## src/mps_pkg.sv

```systemverilog
// Constants, types and helpers for the MII pin strap and interrupt block.
// Assumes a single 40 MHz system clock and a synchronous active-high reset.
//
// Behaviour
// - Reset samples rxd3..1 as address bits 0..2
// - Reset loads rxd0 into control bit 8
// - Reset captures rx valid as mode bit 2
// - Reset captures rx error as isolate strap
// - After reset, drive rx data, valid, error while control bit 10 (isolate) is clear
// - Drive receive and transmit clocks as outputs
// - Interrupt follows enables and status in 1Bh
// - Bit 9 of 1Fh sets interrupt polarity
// - Management bits move with management clock
// - Decode three-bit interface mode strap
// - Station address bits 4:3 forced zero
// - Reset loads isolate strap into bit 10
package mps_pkg;
    localparam int REG_AW = 5;
    localparam int REG_DW = 16;
    localparam int NUM_EVENTS = 8;

    localparam logic [4:0] ADDR_CTRL0 = 5'h00;
    localparam logic [4:0] ADDR_STRAP = 5'h19;
    localparam logic [4:0] ADDR_IRQ = 5'h1b;
    localparam logic [4:0] ADDR_CTRL1F = 5'h1f;

    localparam int CTRL0_DUPLEX_BIT = 8;
    localparam int CTRL0_ISOLATE_BIT = 10;
    localparam int CTRL1F_IRQ_POL_BIT = 9;
    localparam int IRQ_EN_LSB = 8;
    localparam int IRQ_STAT_LSB = 0;

    localparam logic [15:0] CTRL0_RST = 16'h0000;
    localparam logic [15:0] CTRL1F_RST = 16'h0000;
    localparam logic [7:0] IRQ_EN_RST = 8'h00;
    localparam logic [1:0] ADDR_HIGH_FORCED = 2'h0;

    localparam logic [5:0] MDIO_PRE_MIN = 6'h20;
    localparam logic [4:0] MDIO_HDR_LAST = 5'h0b;
    localparam logic [4:0] MDIO_TA_DRIVE = 5'h01;
    localparam logic [4:0] MDIO_RD_LAST = 5'h11;
    localparam logic [4:0] MDIO_RD_END = 5'h12;
    localparam logic [4:0] MDIO_WR_FIRST = 5'h02;
    localparam logic [4:0] MDIO_WR_LAST = 5'h11;
    localparam logic [1:0] MDIO_OP_WRITE = 2'h1;
    localparam logic [1:0] MDIO_OP_READ = 2'h2;

    localparam int CLK_PERIOD_NS = 25;
    localparam int MII_CLK_HALF_NS = 200;
    localparam int MII_CLK_HALF_CYC = (MII_CLK_HALF_NS + CLK_PERIOD_NS - 1) / CLK_PERIOD_NS;

    typedef enum logic [2:0] {
        MPS_MODE_MII = 3'b000,
        MPS_MODE_RMII = 3'b001,
        MPS_MODE_SMII = 3'b010,
        MPS_MODE_RSVD3 = 3'b011,
        MPS_MODE_MII_PRE = 3'b100,
        MPS_MODE_RMII_B2B = 3'b101,
        MPS_MODE_MII_B2B = 3'b110,
        MPS_MODE_RSVD7 = 3'b111
    } mps_mode_t;

    typedef enum logic [1:0] {
        MPS_MD_IDLE = 2'b00,
        MPS_MD_START = 2'b01,
        MPS_MD_HDR = 2'b10,
        MPS_MD_XFER = 2'b11
    } mps_md_state_t;

    typedef struct packed {
        logic dv;
        logic er;
        logic [3:0] data;
    } mps_rx_t;

    typedef struct packed {
        logic [2:0] addr;
        logic duplex;
        logic mode_bit2;
        logic isolate;
    } mps_strap_t;

    function automatic logic mps_mode_reserved(input mps_mode_t m);
        mps_mode_reserved = (m == MPS_MODE_RSVD3) || (m == MPS_MODE_RSVD7);
    endfunction : mps_mode_reserved
endpackage : mps_pkg

```

## src/mps_strap_irq.sv

```systemverilog
// Shared MII pin logic: strap capture, receive drivers, clocks, management port, interrupt.
// Assumes pins arrive asynchronously; event_in, rx_src and cfg_low_strap are on clock.
`timescale 1ns/1ps
module mps_strap_irq #(
    parameter int CLK_HALF_CYC = mps_pkg::MII_CLK_HALF_CYC
) (
    input wire logic clock,
    input wire logic sys_rst,
    input wire logic [4:0] reg_addr,
    input wire logic [15:0] reg_wdata,
    input wire logic reg_wr,
    input wire logic reg_rd,
    output logic [15:0] reg_rdata,
    input wire mps_pkg::mps_rx_t rx_pin_in,
    output mps_pkg::mps_rx_t rx_pin_out,
    output logic rx_pin_oe_n,
    input wire mps_pkg::mps_rx_t rx_src,
    output logic rx_clk_out,
    output logic tx_clk_out,
    input wire logic tx_en_pin,
    input wire logic [3:0] txd_pin,
    output logic tx_en,
    output logic [3:0] txd,
    input wire logic mdc_pin,
    input wire logic mdio_in,
    output logic mdio_out,
    output logic mdio_oe_n,
    input wire logic [1:0] cfg_low_strap,
    input wire logic [7:0] event_in,
    output logic [4:0] station_address,
    output mps_pkg::mps_mode_t iface_mode,
    output logic iface_mode_reserved,
    output logic duplex_mode,
    output logic isolate_mode,
    output logic irq_out
);
    // Synchronisers: first stage feeds only the second
    mps_pkg::mps_rx_t rx_s1, rx_s2;
    logic [1:0] mgmt_s1, mgmt_s2;
    logic [4:0] tx_s1, tx_s2;
    logic mdc_prev;

    always_ff @(posedge clock) begin
        rx_s1 <= rx_pin_in;
        rx_s2 <= rx_s1;
        mgmt_s1 <= {mdc_pin, mdio_in};
        mgmt_s2 <= mgmt_s1;
        tx_s1 <= {tx_en_pin, txd_pin};
        tx_s2 <= tx_s1;
        mdc_prev <= mgmt_s2[1];
    end

    wire mdc_rise = mgmt_s2[1] & ~mdc_prev;
    wire mdc_fall = ~mgmt_s2[1] & mdc_prev;
    wire mdio_bit = mgmt_s2[0];

    // Strap capture
    mps_pkg::mps_strap_t strap, next_strap;
    mps_pkg::mps_strap_t pin_strap;
    logic [1:0] low_strap, next_low_strap;

    always_comb begin
        pin_strap.addr = {rx_s2.data[1], rx_s2.data[2], rx_s2.data[3]};
        pin_strap.duplex = rx_s2.data[0];
        pin_strap.mode_bit2 = rx_s2.dv;
        pin_strap.isolate = rx_s2.er;
        // Last sample before release is kept until the next reset
        next_strap = sys_rst ? pin_strap : strap;
        // Low mode bits frozen too, so a late change cannot move the mode
        next_low_strap = sys_rst ? cfg_low_strap : low_strap;
    end

    always_ff @(posedge clock) begin
        strap <= next_strap;
        low_strap <= next_low_strap;
    end

    // Register file and interrupt
    logic [15:0] ctrl0, next_ctrl0;
    logic [15:0] ctrl1f, next_ctrl1f;
    logic [7:0] irq_en, next_irq_en;
    logic [7:0] irq_stat, next_irq_stat;
    logic [15:0] next_reg_rdata;
    logic next_irq_out;
    logic mdio_wr;
    logic [4:0] mdio_waddr;
    logic [15:0] mdio_wdata;
    logic wr_en;
    logic [4:0] wr_addr;
    logic [15:0] wr_data;
    logic irq_act;

    function automatic logic [15:0] read_mux(input logic [4:0] a);
        unique case (a)
            mps_pkg::ADDR_CTRL0: read_mux = ctrl0;
            mps_pkg::ADDR_IRQ: read_mux = {irq_en, irq_stat};
            mps_pkg::ADDR_CTRL1F: read_mux = ctrl1f;
            mps_pkg::ADDR_STRAP: read_mux = {8'h00, strap.addr, low_strap, strap.duplex,
                                             strap.mode_bit2, strap.isolate};
            default: read_mux = 16'h0000;
        endcase
    endfunction : read_mux

    always_comb begin
        // Bus write wins a collision with a management write
        wr_en = reg_wr | mdio_wr;
        wr_addr = reg_wr ? reg_addr : mdio_waddr;
        wr_data = reg_wr ? reg_wdata : mdio_wdata;
        next_ctrl0 = ctrl0;
        next_ctrl1f = ctrl1f;
        next_irq_en = irq_en;
        next_irq_stat = irq_stat;
        if (wr_en && wr_addr == mps_pkg::ADDR_CTRL0) begin
            next_ctrl0 = wr_data;
        end
        if (wr_en && wr_addr == mps_pkg::ADDR_CTRL1F) begin
            next_ctrl1f = wr_data;
        end
        if (wr_en && wr_addr == mps_pkg::ADDR_IRQ) begin
            next_irq_en = wr_data[mps_pkg::IRQ_EN_LSB +: 8];
            next_irq_stat = irq_stat & ~wr_data[mps_pkg::IRQ_STAT_LSB +: 8];
        end
        // Set after clear so a same-cycle event survives
        next_irq_stat = next_irq_stat | event_in;
        next_reg_rdata = reg_rd ? read_mux(reg_addr) : 16'h0000;
        irq_act = |(irq_stat & irq_en);
        next_irq_out = ctrl1f[mps_pkg::CTRL1F_IRQ_POL_BIT] ? irq_act : ~irq_act;
        if (sys_rst) begin
            next_ctrl0 = mps_pkg::CTRL0_RST;
            next_ctrl0[mps_pkg::CTRL0_DUPLEX_BIT] = pin_strap.duplex;
            next_ctrl0[mps_pkg::CTRL0_ISOLATE_BIT] = pin_strap.isolate;
            next_ctrl1f = mps_pkg::CTRL1F_RST;
            next_irq_en = mps_pkg::IRQ_EN_RST;
            next_irq_stat = 8'h00;
            next_reg_rdata = 16'h0000;
            next_irq_out = 1'b1;
        end
    end

    always_ff @(posedge clock) begin
        ctrl0 <= next_ctrl0;
        ctrl1f <= next_ctrl1f;
        irq_en <= next_irq_en;
        irq_stat <= next_irq_stat;
        reg_rdata <= next_reg_rdata;
        irq_out <= next_irq_out;
    end

    // Status outputs
    logic [4:0] next_station_address;
    mps_pkg::mps_mode_t next_iface_mode;
    logic next_mode_rsvd;

    always_comb begin
        next_station_address = {mps_pkg::ADDR_HIGH_FORCED, strap.addr};
        next_iface_mode = mps_pkg::mps_mode_t'({strap.mode_bit2, low_strap});
        next_mode_rsvd = mps_pkg::mps_mode_reserved(next_iface_mode);
    end

    always_ff @(posedge clock) begin
        station_address <= next_station_address;
        iface_mode <= next_iface_mode;
        iface_mode_reserved <= next_mode_rsvd;
        duplex_mode <= ctrl0[mps_pkg::CTRL0_DUPLEX_BIT];
        isolate_mode <= ctrl0[mps_pkg::CTRL0_ISOLATE_BIT];
    end

    // MII clocks and data pins
    logic [7:0] div_cnt, next_div_cnt;
    logic mii_clk, next_mii_clk;
    logic next_oe_n;
    mps_pkg::mps_rx_t next_rx_pin_out;
    logic next_tx_en;
    logic [3:0] next_txd;
    logic div_wrap;

    always_comb begin
        div_wrap = (div_cnt == 8'(CLK_HALF_CYC - 1));
        next_div_cnt = div_wrap ? 8'h00 : div_cnt + 8'h01;
        next_mii_clk = div_wrap ? ~mii_clk : mii_clk;
        // Isolate releases the shared pins as well
        next_oe_n = sys_rst | ctrl0[mps_pkg::CTRL0_ISOLATE_BIT];
        next_rx_pin_out = rx_pin_out;
        if (div_wrap && mii_clk) begin
            next_rx_pin_out = rx_src;
        end
        next_tx_en = tx_en;
        next_txd = txd;
        if (div_wrap && !mii_clk) begin
            next_tx_en = tx_s2[4];
            next_txd = tx_s2[3:0];
        end
        if (sys_rst) begin
            next_div_cnt = 8'h00;
            next_mii_clk = 1'b0;
            next_rx_pin_out = '0;
            next_tx_en = 1'b0;
            next_txd = 4'h0;
        end
    end

    always_ff @(posedge clock) begin
        div_cnt <= next_div_cnt;
        mii_clk <= next_mii_clk;
        rx_pin_oe_n <= next_oe_n;
        rx_pin_out <= next_rx_pin_out;
        tx_en <= next_tx_en;
        txd <= next_txd;
    end

    assign rx_clk_out = mii_clk;
    assign tx_clk_out = mii_clk;

    // Management frame engine
    mps_pkg::mps_md_state_t md_state, next_md_state;
    logic [5:0] pre_cnt, next_pre_cnt;
    logic [4:0] bit_cnt, next_bit_cnt;
    logic [15:0] shreg, next_shreg;
    logic is_read, next_is_read;
    logic [4:0] next_mdio_waddr;
    logic next_mdio_wr;
    logic [15:0] next_mdio_wdata;
    logic next_mdio_out, next_mdio_oe_n;
    logic [11:0] hdr;

    always_comb begin
        next_md_state = md_state;
        next_pre_cnt = pre_cnt;
        next_bit_cnt = bit_cnt;
        next_shreg = shreg;
        next_is_read = is_read;
        next_mdio_waddr = mdio_waddr;
        next_mdio_wr = 1'b0;
        next_mdio_wdata = mdio_wdata;
        next_mdio_out = mdio_out;
        next_mdio_oe_n = mdio_oe_n;
        hdr = {shreg[10:0], mdio_bit};
        unique case (md_state)
            mps_pkg::MPS_MD_IDLE: begin
                if (mdc_rise) begin
                    if (mdio_bit) begin
                        next_pre_cnt = (pre_cnt == mps_pkg::MDIO_PRE_MIN) ? pre_cnt : pre_cnt + 6'h01;
                    end else begin
                        if (pre_cnt == mps_pkg::MDIO_PRE_MIN) begin
                            next_md_state = mps_pkg::MPS_MD_START;
                        end
                        next_pre_cnt = 6'h00;
                    end
                end
            end
            mps_pkg::MPS_MD_START: begin
                if (mdc_rise) begin
                    next_md_state = mdio_bit ? mps_pkg::MPS_MD_HDR : mps_pkg::MPS_MD_IDLE;
                    next_bit_cnt = 5'h00;
                end
            end
            mps_pkg::MPS_MD_HDR: begin
                if (mdc_rise) begin
                    next_shreg = {shreg[14:0], mdio_bit};
                    next_bit_cnt = bit_cnt + 5'h01;
                    if (bit_cnt == mps_pkg::MDIO_HDR_LAST) begin
                        next_bit_cnt = 5'h00;
                        next_md_state = mps_pkg::MPS_MD_IDLE;
                        next_mdio_waddr = hdr[4:0];
                        next_is_read = (hdr[11:10] == mps_pkg::MDIO_OP_READ);
                        if (hdr[9:5] == station_address &&
                            (hdr[11:10] == mps_pkg::MDIO_OP_READ || hdr[11:10] == mps_pkg::MDIO_OP_WRITE)) begin
                            next_md_state = mps_pkg::MPS_MD_XFER;
                            next_shreg = read_mux(hdr[4:0]);
                        end
                    end
                end
            end
            mps_pkg::MPS_MD_XFER: begin
                if (is_read && mdc_fall) begin
                    next_bit_cnt = bit_cnt + 5'h01;
                    if (bit_cnt == mps_pkg::MDIO_TA_DRIVE) begin
                        next_mdio_oe_n = 1'b0;
                        next_mdio_out = 1'b0;
                    end else if (bit_cnt > mps_pkg::MDIO_TA_DRIVE && bit_cnt <= mps_pkg::MDIO_RD_LAST) begin
                        next_mdio_out = shreg[15];
                        next_shreg = {shreg[14:0], 1'b0};
                    end else if (bit_cnt == mps_pkg::MDIO_RD_END) begin
                        next_mdio_oe_n = 1'b1;
                        next_mdio_out = 1'b0;
                        next_md_state = mps_pkg::MPS_MD_IDLE;
                    end
                end
                if (!is_read && mdc_rise) begin
                    next_bit_cnt = bit_cnt + 5'h01;
                    if (bit_cnt >= mps_pkg::MDIO_WR_FIRST) begin
                        next_shreg = {shreg[14:0], mdio_bit};
                    end
                    if (bit_cnt == mps_pkg::MDIO_WR_LAST) begin
                        next_mdio_wr = 1'b1;
                        next_mdio_wdata = {shreg[14:0], mdio_bit};
                        next_md_state = mps_pkg::MPS_MD_IDLE;
                    end
                end
            end
        endcase
        if (sys_rst) begin
            next_md_state = mps_pkg::MPS_MD_IDLE;
            next_pre_cnt = 6'h00;
            next_bit_cnt = 5'h00;
            next_shreg = 16'h0000;
            next_is_read = 1'b0;
            next_mdio_waddr = 5'h00;
            next_mdio_wr = 1'b0;
            next_mdio_wdata = 16'h0000;
            next_mdio_out = 1'b0;
            next_mdio_oe_n = 1'b1;
        end
    end

    always_ff @(posedge clock) begin
        md_state <= next_md_state;
        pre_cnt <= next_pre_cnt;
        bit_cnt <= next_bit_cnt;
        shreg <= next_shreg;
        is_read <= next_is_read;
        mdio_waddr <= next_mdio_waddr;
        mdio_wr <= next_mdio_wr;
        mdio_wdata <= next_mdio_wdata;
        mdio_out <= next_mdio_out;
        mdio_oe_n <= next_mdio_oe_n;
    end
endmodule : mps_strap_irq

```

## config.mk

```make
export PLATFORM = sky130hd
export DESIGN_NAME = mps_strap_irq
export DESIGN_NICKNAME = d
export VERILOG_FILES = /design/src/mps_pkg.sv /design/src/mps_strap_irq.sv
export SDC_FILE = /design/constraint.sdc
export NUM_CORES = 1
export LEC_CHECK = 0
export ABC_AREA = 1
export BUFFER_PORTS_ARGS = -buffer_cell sky130_fd_sc_hd__buf_2
export CAP_MARGIN = 20
export CELL_PAD_IN_SITES_DETAIL_PLACEMENT = 0
export CELL_PAD_IN_SITES_GLOBAL_PLACEMENT = 2
export CORE_UTILIZATION = 33
export DETAILED_ROUTE_END_ITERATION = 7
export GPL_ROUTABILITY_DRIVEN = 0
export PLACE_DENSITY = 0.84
export SYNTH_ARGS = -nofsm -noshare
export SYNTH_HDL_FRONTEND = slang
export SYNTH_SLANG_ARGS = --single-unit
```

## constraint.sdc

```tcl
create_clock -name clock -period 2.4 [get_ports clock]
set_input_delay 0.6 -clock clock [delete_from_list [all_inputs] [get_ports clock]]
set_output_delay 0.6 -clock clock [all_outputs]
set_load 0.01 [all_outputs]
```

* After elaboration in Yosys (flattened, before gate mapping)
Cells that the tools add are included.
Operators by class: add/subtract/negate cells 3, $lt $le $gt $ge 3, eq/ne operators 31, multiplexer cells 47, bitwise logic cells 15, reduce and logical (&&, ||, !) cells 34
Operators by type and width (number):
- 2-to-1 mux 16 bit | 9
- case mux 16 bit (4 select lines) | 2
- == test 5 bit, second input constant | 10
- case mux 16 bit (2 select lines) | 1
- 2-to-1 mux 5 bit | 6
- 2-to-1 mux 2 bit | 14
- 2-to-1 mux 11 bit | 2
- bitwise AND 8 bit | 2
- != test 2 bit, second input constant | 8
- logical NOT 5 bit | 3
- case mux 5 bit (3 select lines) | 1
- 2-to-1 mux 6 bit | 2
- AND reduction 3 bit | 4
- logical AND 1 bit | 9
- adder 8 x 1 -> 8 bit, second input constant | 1
- == test 8 x 3 -> 1 bit, second input constant | 1
- 2-to-1 mux 1 bit | 8
- 2-to-1 mux 8 bit | 1
- inverter 8 bit | 1
- OR 8 bit | 1
- case mux 2 bit (4 select lines) | 1
- AND reduction 4 bit | 2
- OR reduction 8 bit | 1
- inverter 1 bit | 7
- 25 further kinds | 36
Storage, ports and cells: register bits after elaboration 184, input bits 54, logic and storage cells 179

* Longest topological paths before layout
depth after elaboration 8, mapped depth 14, mapped depth without buffers 13

* Least setup slack after synthesis
OpenSTA, ideal clock, no wires.
path type input port to flip-flop, start point in reg_wr, end point reg ctrl0[10] (enable), library setup time 297 ps, arrival 1590 ps, data required time 2103 ps, path slack 512 ps, cell stages on the path 7, path buffers 3, cells stage by stage buf_4 -> buf_6 -> nor2_1 -> nor4_1 -> nand2_1 -> clkbuf_1 -> nand2_1
Between the ends: longest elaborated chain between the ends 4, elaborated cells between the ends (all ways) 5, classes of those cells mux: 1; bitwise: 1; reduce/logical: 3
Ends and longest elaborated chain:
- start, declared | RTL line mps_strap_irq.sv:11 | input wire logic reg_wr,
- 2-to-1 mux 5 bit | RTL line mps_strap_irq.sv:107 | wr_addr = reg_wr ? reg_addr : mdio_waddr;
- logical NOT 5 bit | RTL line mps_strap_irq.sv:113 | if (wr_en && wr_addr == mps_pkg::ADDR_CTRL0) begin
- logical AND 1 bit (*) | RTL line mps_strap_irq.sv:113
- nonzero test 2 bit (no line) (*)
- end signal, assigned | RTL line mps_strap_irq.sv:141 | ctrl0 <= next_ctrl0;
- end, declared | RTL line mps_strap_irq.sv:79 | logic [15:0] ctrl0, next_ctrl0;
Every way passes the cells marked *; elsewhere a longest branch is shown, timed or not. A chain may end at the register's enable or synchronous reset.

* Worst setup path in the final report
start point reg shreg[9], end point reg shreg[15]
Between the ends: longest elaborated chain between the ends 7, elaborated cells between the ends (all ways) 8, classes of those cells eq/ne: 2; mux: 4; reduce/logical: 2
Ends and longest elaborated chain:
- start, declared | RTL line mps_strap_irq.sv:218 | logic [15:0] shreg, next_shreg;
- start signal, assigned | RTL line mps_strap_irq.sv:320 | shreg <= next_shreg;
- == test 2 bit / == test 2 x 1 -> 1 bit (equally long branches) | RTL line mps_strap_irq.sv:267 | (hdr[11:10] == mps_pkg::MDIO_OP_READ || hdr[11:10] == mps_pkg::MDIO_OP_WRITE)) begin
- logical OR 1 bit (*) | RTL line mps_strap_irq.sv:267
- logical AND 1 bit (*) | RTL line mps_strap_irq.sv:266 | if (hdr[9:5] == station_address &&
- 2-to-1 mux 16 bit (*) | RTL line mps_strap_irq.sv:266
- 2-to-1 mux 16 bit (*) | RTL line mps_strap_irq.sv:261 | if (bit_cnt == mps_pkg::MDIO_HDR_LAST) begin
- 2-to-1 mux 16 bit (*) | RTL line mps_strap_irq.sv:258 | if (mdc_rise) begin
- case mux 16 bit (2 select lines) (*) | RTL line mps_strap_irq.sv:238 | unique case (md_state)
Every way passes the cells marked *; elsewhere a longest branch is shown, timed or not. The select of a mux whose other input is x is not followed.

==> run_results.csv <==
group,metric,value,unit
floorplan,die_x,161.7,µm
pwr,combPwrFrac,0.079,
min_path,hold_path_startpoint,"rx_pin_in[4]",
sta,worst_pin_slew,0.5703,ns
place,hpwl,17590,µm
sta,skew,0.01539,ns
sta,fmax,479.8,MHz
setup_path,crit_type,"reg -> reg",
logic_synthesis,synthXorXnorAreaFrac,0.008330,
sta,finalCritPeriodShare,0.8684,
logic_synthesis,synth-simple-area-share,0.2561,
sta,min_period,2.084,ns
sta,hold-worst-slack,0.2539,ns
logic_synthesis,synthDominantCellAreaShare,0.4141,
clocking,numCtsBuffers,17,
clocking,clock_path_buffers,2,
layout,fin_nets,1341,
layout,n_antenna_cell,0,
logic_synthesis,synth-compound-area-share,0.1465,
logic_synthesis,synth_top_family_by_area,"simple AND/OR/NAND/NOR gates",
place,dp.cells,1591,
routing,vias_per_cell,4.691,
run,maxCapViolCount,0,
setup_path,critPathLaunchType,"flop",
floorplan,fp.coreArea,25110,µm²
sta,setup_viol,0,
floorplan,fp.dieArea,26130,µm²
setup_path,critPathCaptureType,"flop",
routing,wirelength,24830,µm
setup_path,cp.arrival,2.47,ns
layout,area_delta_synth_final,17.80,%
layout,fin_cells,1623,
logic_synthesis,seq_area_frac_synth,0.4498,
clocking,h-tree-depth,4,
clocking,clk_latency,0.44,ns
logic_synthesis,syn_area,8412,µm²
setup_path,reg2reg_from,"shreg[9]",
clocking,cts_hold_buf,0,
layout,drive_gt1_frac,0.1408,
setup_path,cp_slowest_cell,"dfxtp_1",
pwr,p_clk_frac,0.434,
logic_synthesis,synthMuxAreaShare,0,
routing,drt_pass1_iterations,4,
global_routing,grt_max_degree,97,
sta,setup_tns,0,ns
pwr,power.switching,1.890,mW
sta,slew_violations,0,
logic_synthesis,synth.most_common_cell,"nand2_1",
outcome,run_status,"completed",
logic_synthesis,synth_edf_count,10,
setup_path,startpoint,"shreg[9]",
logic_synthesis,ys_types,41,
setup_path,path_cells,"inv_1 > ha_1 > nor2_1 > nand2_1 > nor2_1 > nand3_4 > nor2_8 > nand2_1 > nand2_1 > nand2_1 > nand3_1 > nand2_1 > inv_1",
logic_synthesis,syn_area_per_cell,7.087,µm²
setup_path,worstPathRequired,2.79,ns
clocking,cts_post_setup_buffers_inserted,0,
setup_path,path_buf_inv,2,
sta,relSlewSlack,0.6158,
global_routing,grt_pass1_vias,7234,
setup_path,cpMostUsedCell,"nand2_1",
routing,antenna_left,0,
clocking,clock-sinks,184,
logic_synthesis,synth_fa_ha_area_frac,0.01041,
global_routing,grt_pass1_wl,39060,µm
floorplan,initial_core_util,0.3350,
clocking,cts_tree,"built",
logic_synthesis,synth_common_cells,"nand2_1, inv_1, dfxtp_1",
logic_synthesis,synth.area.top_cells,"dfxtp_1, nand2_1, inv_1",
pwr,switching_share,0.2832,
floorplan,ios,98,
logic_synthesis,synth_flop_cell,"dfxtp_1",
clocking,clk_pin_slew,0.09,ns
routing,routed-via-count,7613,
setup_path,cpLargestDelayFamily,"simple AND/OR/NAND/NOR gates",
floorplan,rows,58,
clocking,cts_resized,0,
floorplan,die_y,161.7,µm
min_path,hp-class,"in -> reg",
pwr,p_seq_frac,0.487,
place,dp_slack,0.2949,ns
logic_synthesis,async_reset_ff_frac,0,
setup_path,critPathMaxStageDelay,0.38,ns
routing,wl_per_cell,15.30,µm
logic_synthesis,yosysWarningCount,0,
sta,hold_viol,0,
logic_synthesis,synth_largest_area_cell,"dfxtp_1",
global_routing,grt-ovfl-total,0,
setup_path,crit_fanout,16,
pwr,vdd_drop_max,0.3447,mV
logic_synthesis,ys_ff_latch,184,
pwr,p_leak,4.634,nW
routing,drt_iter0_markers,435,
pwr,pwr_density_cell,673.5,nW/µm²
clocking,root_buffer,"clkbuf_16",
pwr,intPower,4.784,mW
logic_synthesis,synthCells,1187,
global_routing,grt_usage,0.1932,
sta,rsz0062_at_grt,"no",
sta,worst_slack,0.3158,ns
place,portBuffers,95,
global_routing,grt_antenna_before_repair,0,
routing,drc,0,
worst paths after layout:
check | to | slack [ns] | depth (start not counted)
setup / recovery | shreg[15] | 0.32 | 13
hold / removal | rx_s1[4] | 0.25 | 1
setup reg to reg | shreg[15] | 0.32 | 13
hold reg to reg | tx_s2[1] | 0.33 | 0
registers in the layout, summed over array words and instances (netlist names), 4 cells and up:
signal	flops
bit_cnt	5
ctrl0	16
pin_strap	6
ctrl1f	16
rx_s1	6
pre_cnt	6
tx_s1	5
div_cnt	8
shreg	16
irq_en	8
tx_s2	5
reg_rdata	16
txd	4
rx_pin_out	6
mdio_wdata	16
mdio_waddr	5
irq_stat	8
per-stage QoR:
stage                     power (mW)  instance area, µm²    util
after CTS                      6.752                9910  0.3947
after floorplan                3.644                8416       -
after global routing           6.966                9910  0.3947
after detailed placement       3.853                9290  0.3700
after global placement         3.852                9290  0.3700
final                          6.674                9910  0.3947
cells by family (layout without fill, tap and decap cells):
kind of cell               after synthesis  after routing
AOI/OAI and AO/OA                      237            237
xor gates and xnor gates                 8              8
adders and majority gates                7              7
buffers and inverters                  266            371
DFF                                    184            184
other                                    1              2
and+or+nand+nor                        484            484
worst reg2reg max path: stages, from the launching register on:
cell and delay (ns):
dfxtp_1 0.38, inv_1 0.10, ha_1 0.29, nor2_1 0.09, nand2_1 0.06, nor2_1 0.29
nand3_4 0.16, nor2_8 0.27, nand2_1 0.11, nand2_1 0.07, nand2_1 0.05, nand3_1 0.07
nand2_1 0.05, inv_1 0.05
cells in the final DEF (no fill, tap or decap), types with 6 or more instances in the layout:
master	synthesis	routed
nor3_1	7	7
a21oi_1	73	73
buf_4	10	27
ha_1	7	7
clkbuf_16	0	17
o21ai_0	130	130
o22ai_1	29	29
clkinv_8	0	6
edfxtp_1	10	10
nand2_1	207	207
buf_2	14	95
dfxtp_1	174	174
nor2_1	121	121
nand3_1	107	107
xor2_1	7	7
inv_1	206	205
inv_2	7	8
nand4_1	18	18
metal layers:
layer	vias up	GRT usage	share of wire
met5	-	0	0
met4	0	0.06175	0.016
met3	26	0.03039	0.045
met2	179	0.3152	0.46
met1	3441	0.2606	0.48
li1	3967	-	-
power groups by stage:
stage | combinational [mW] | clock [mW] | sequential (mW)
finish | 0.526 | 2.90 | 3.25
global route | 0.596 | 3.10 | 3.27
CTS | 0.530 | 2.97 | 3.25
detailed placement | 0.527 | 0 | 3.33
global placement | 0.527 | 0 | 3.32
floorplan | 0.343 | 0 | 3.30
cell type report:
class,count,area [µm²]
multi-input combinational,738,3552
inverter,214,803.3
fill,2734,15200
clock buffer,17,425.4
tap,330,412.9
clock inverter,15,193.9
sequential,184,3784
timing repair buffer,125,738.2
No activity file was read; power rests on OpenSTA's default activity.
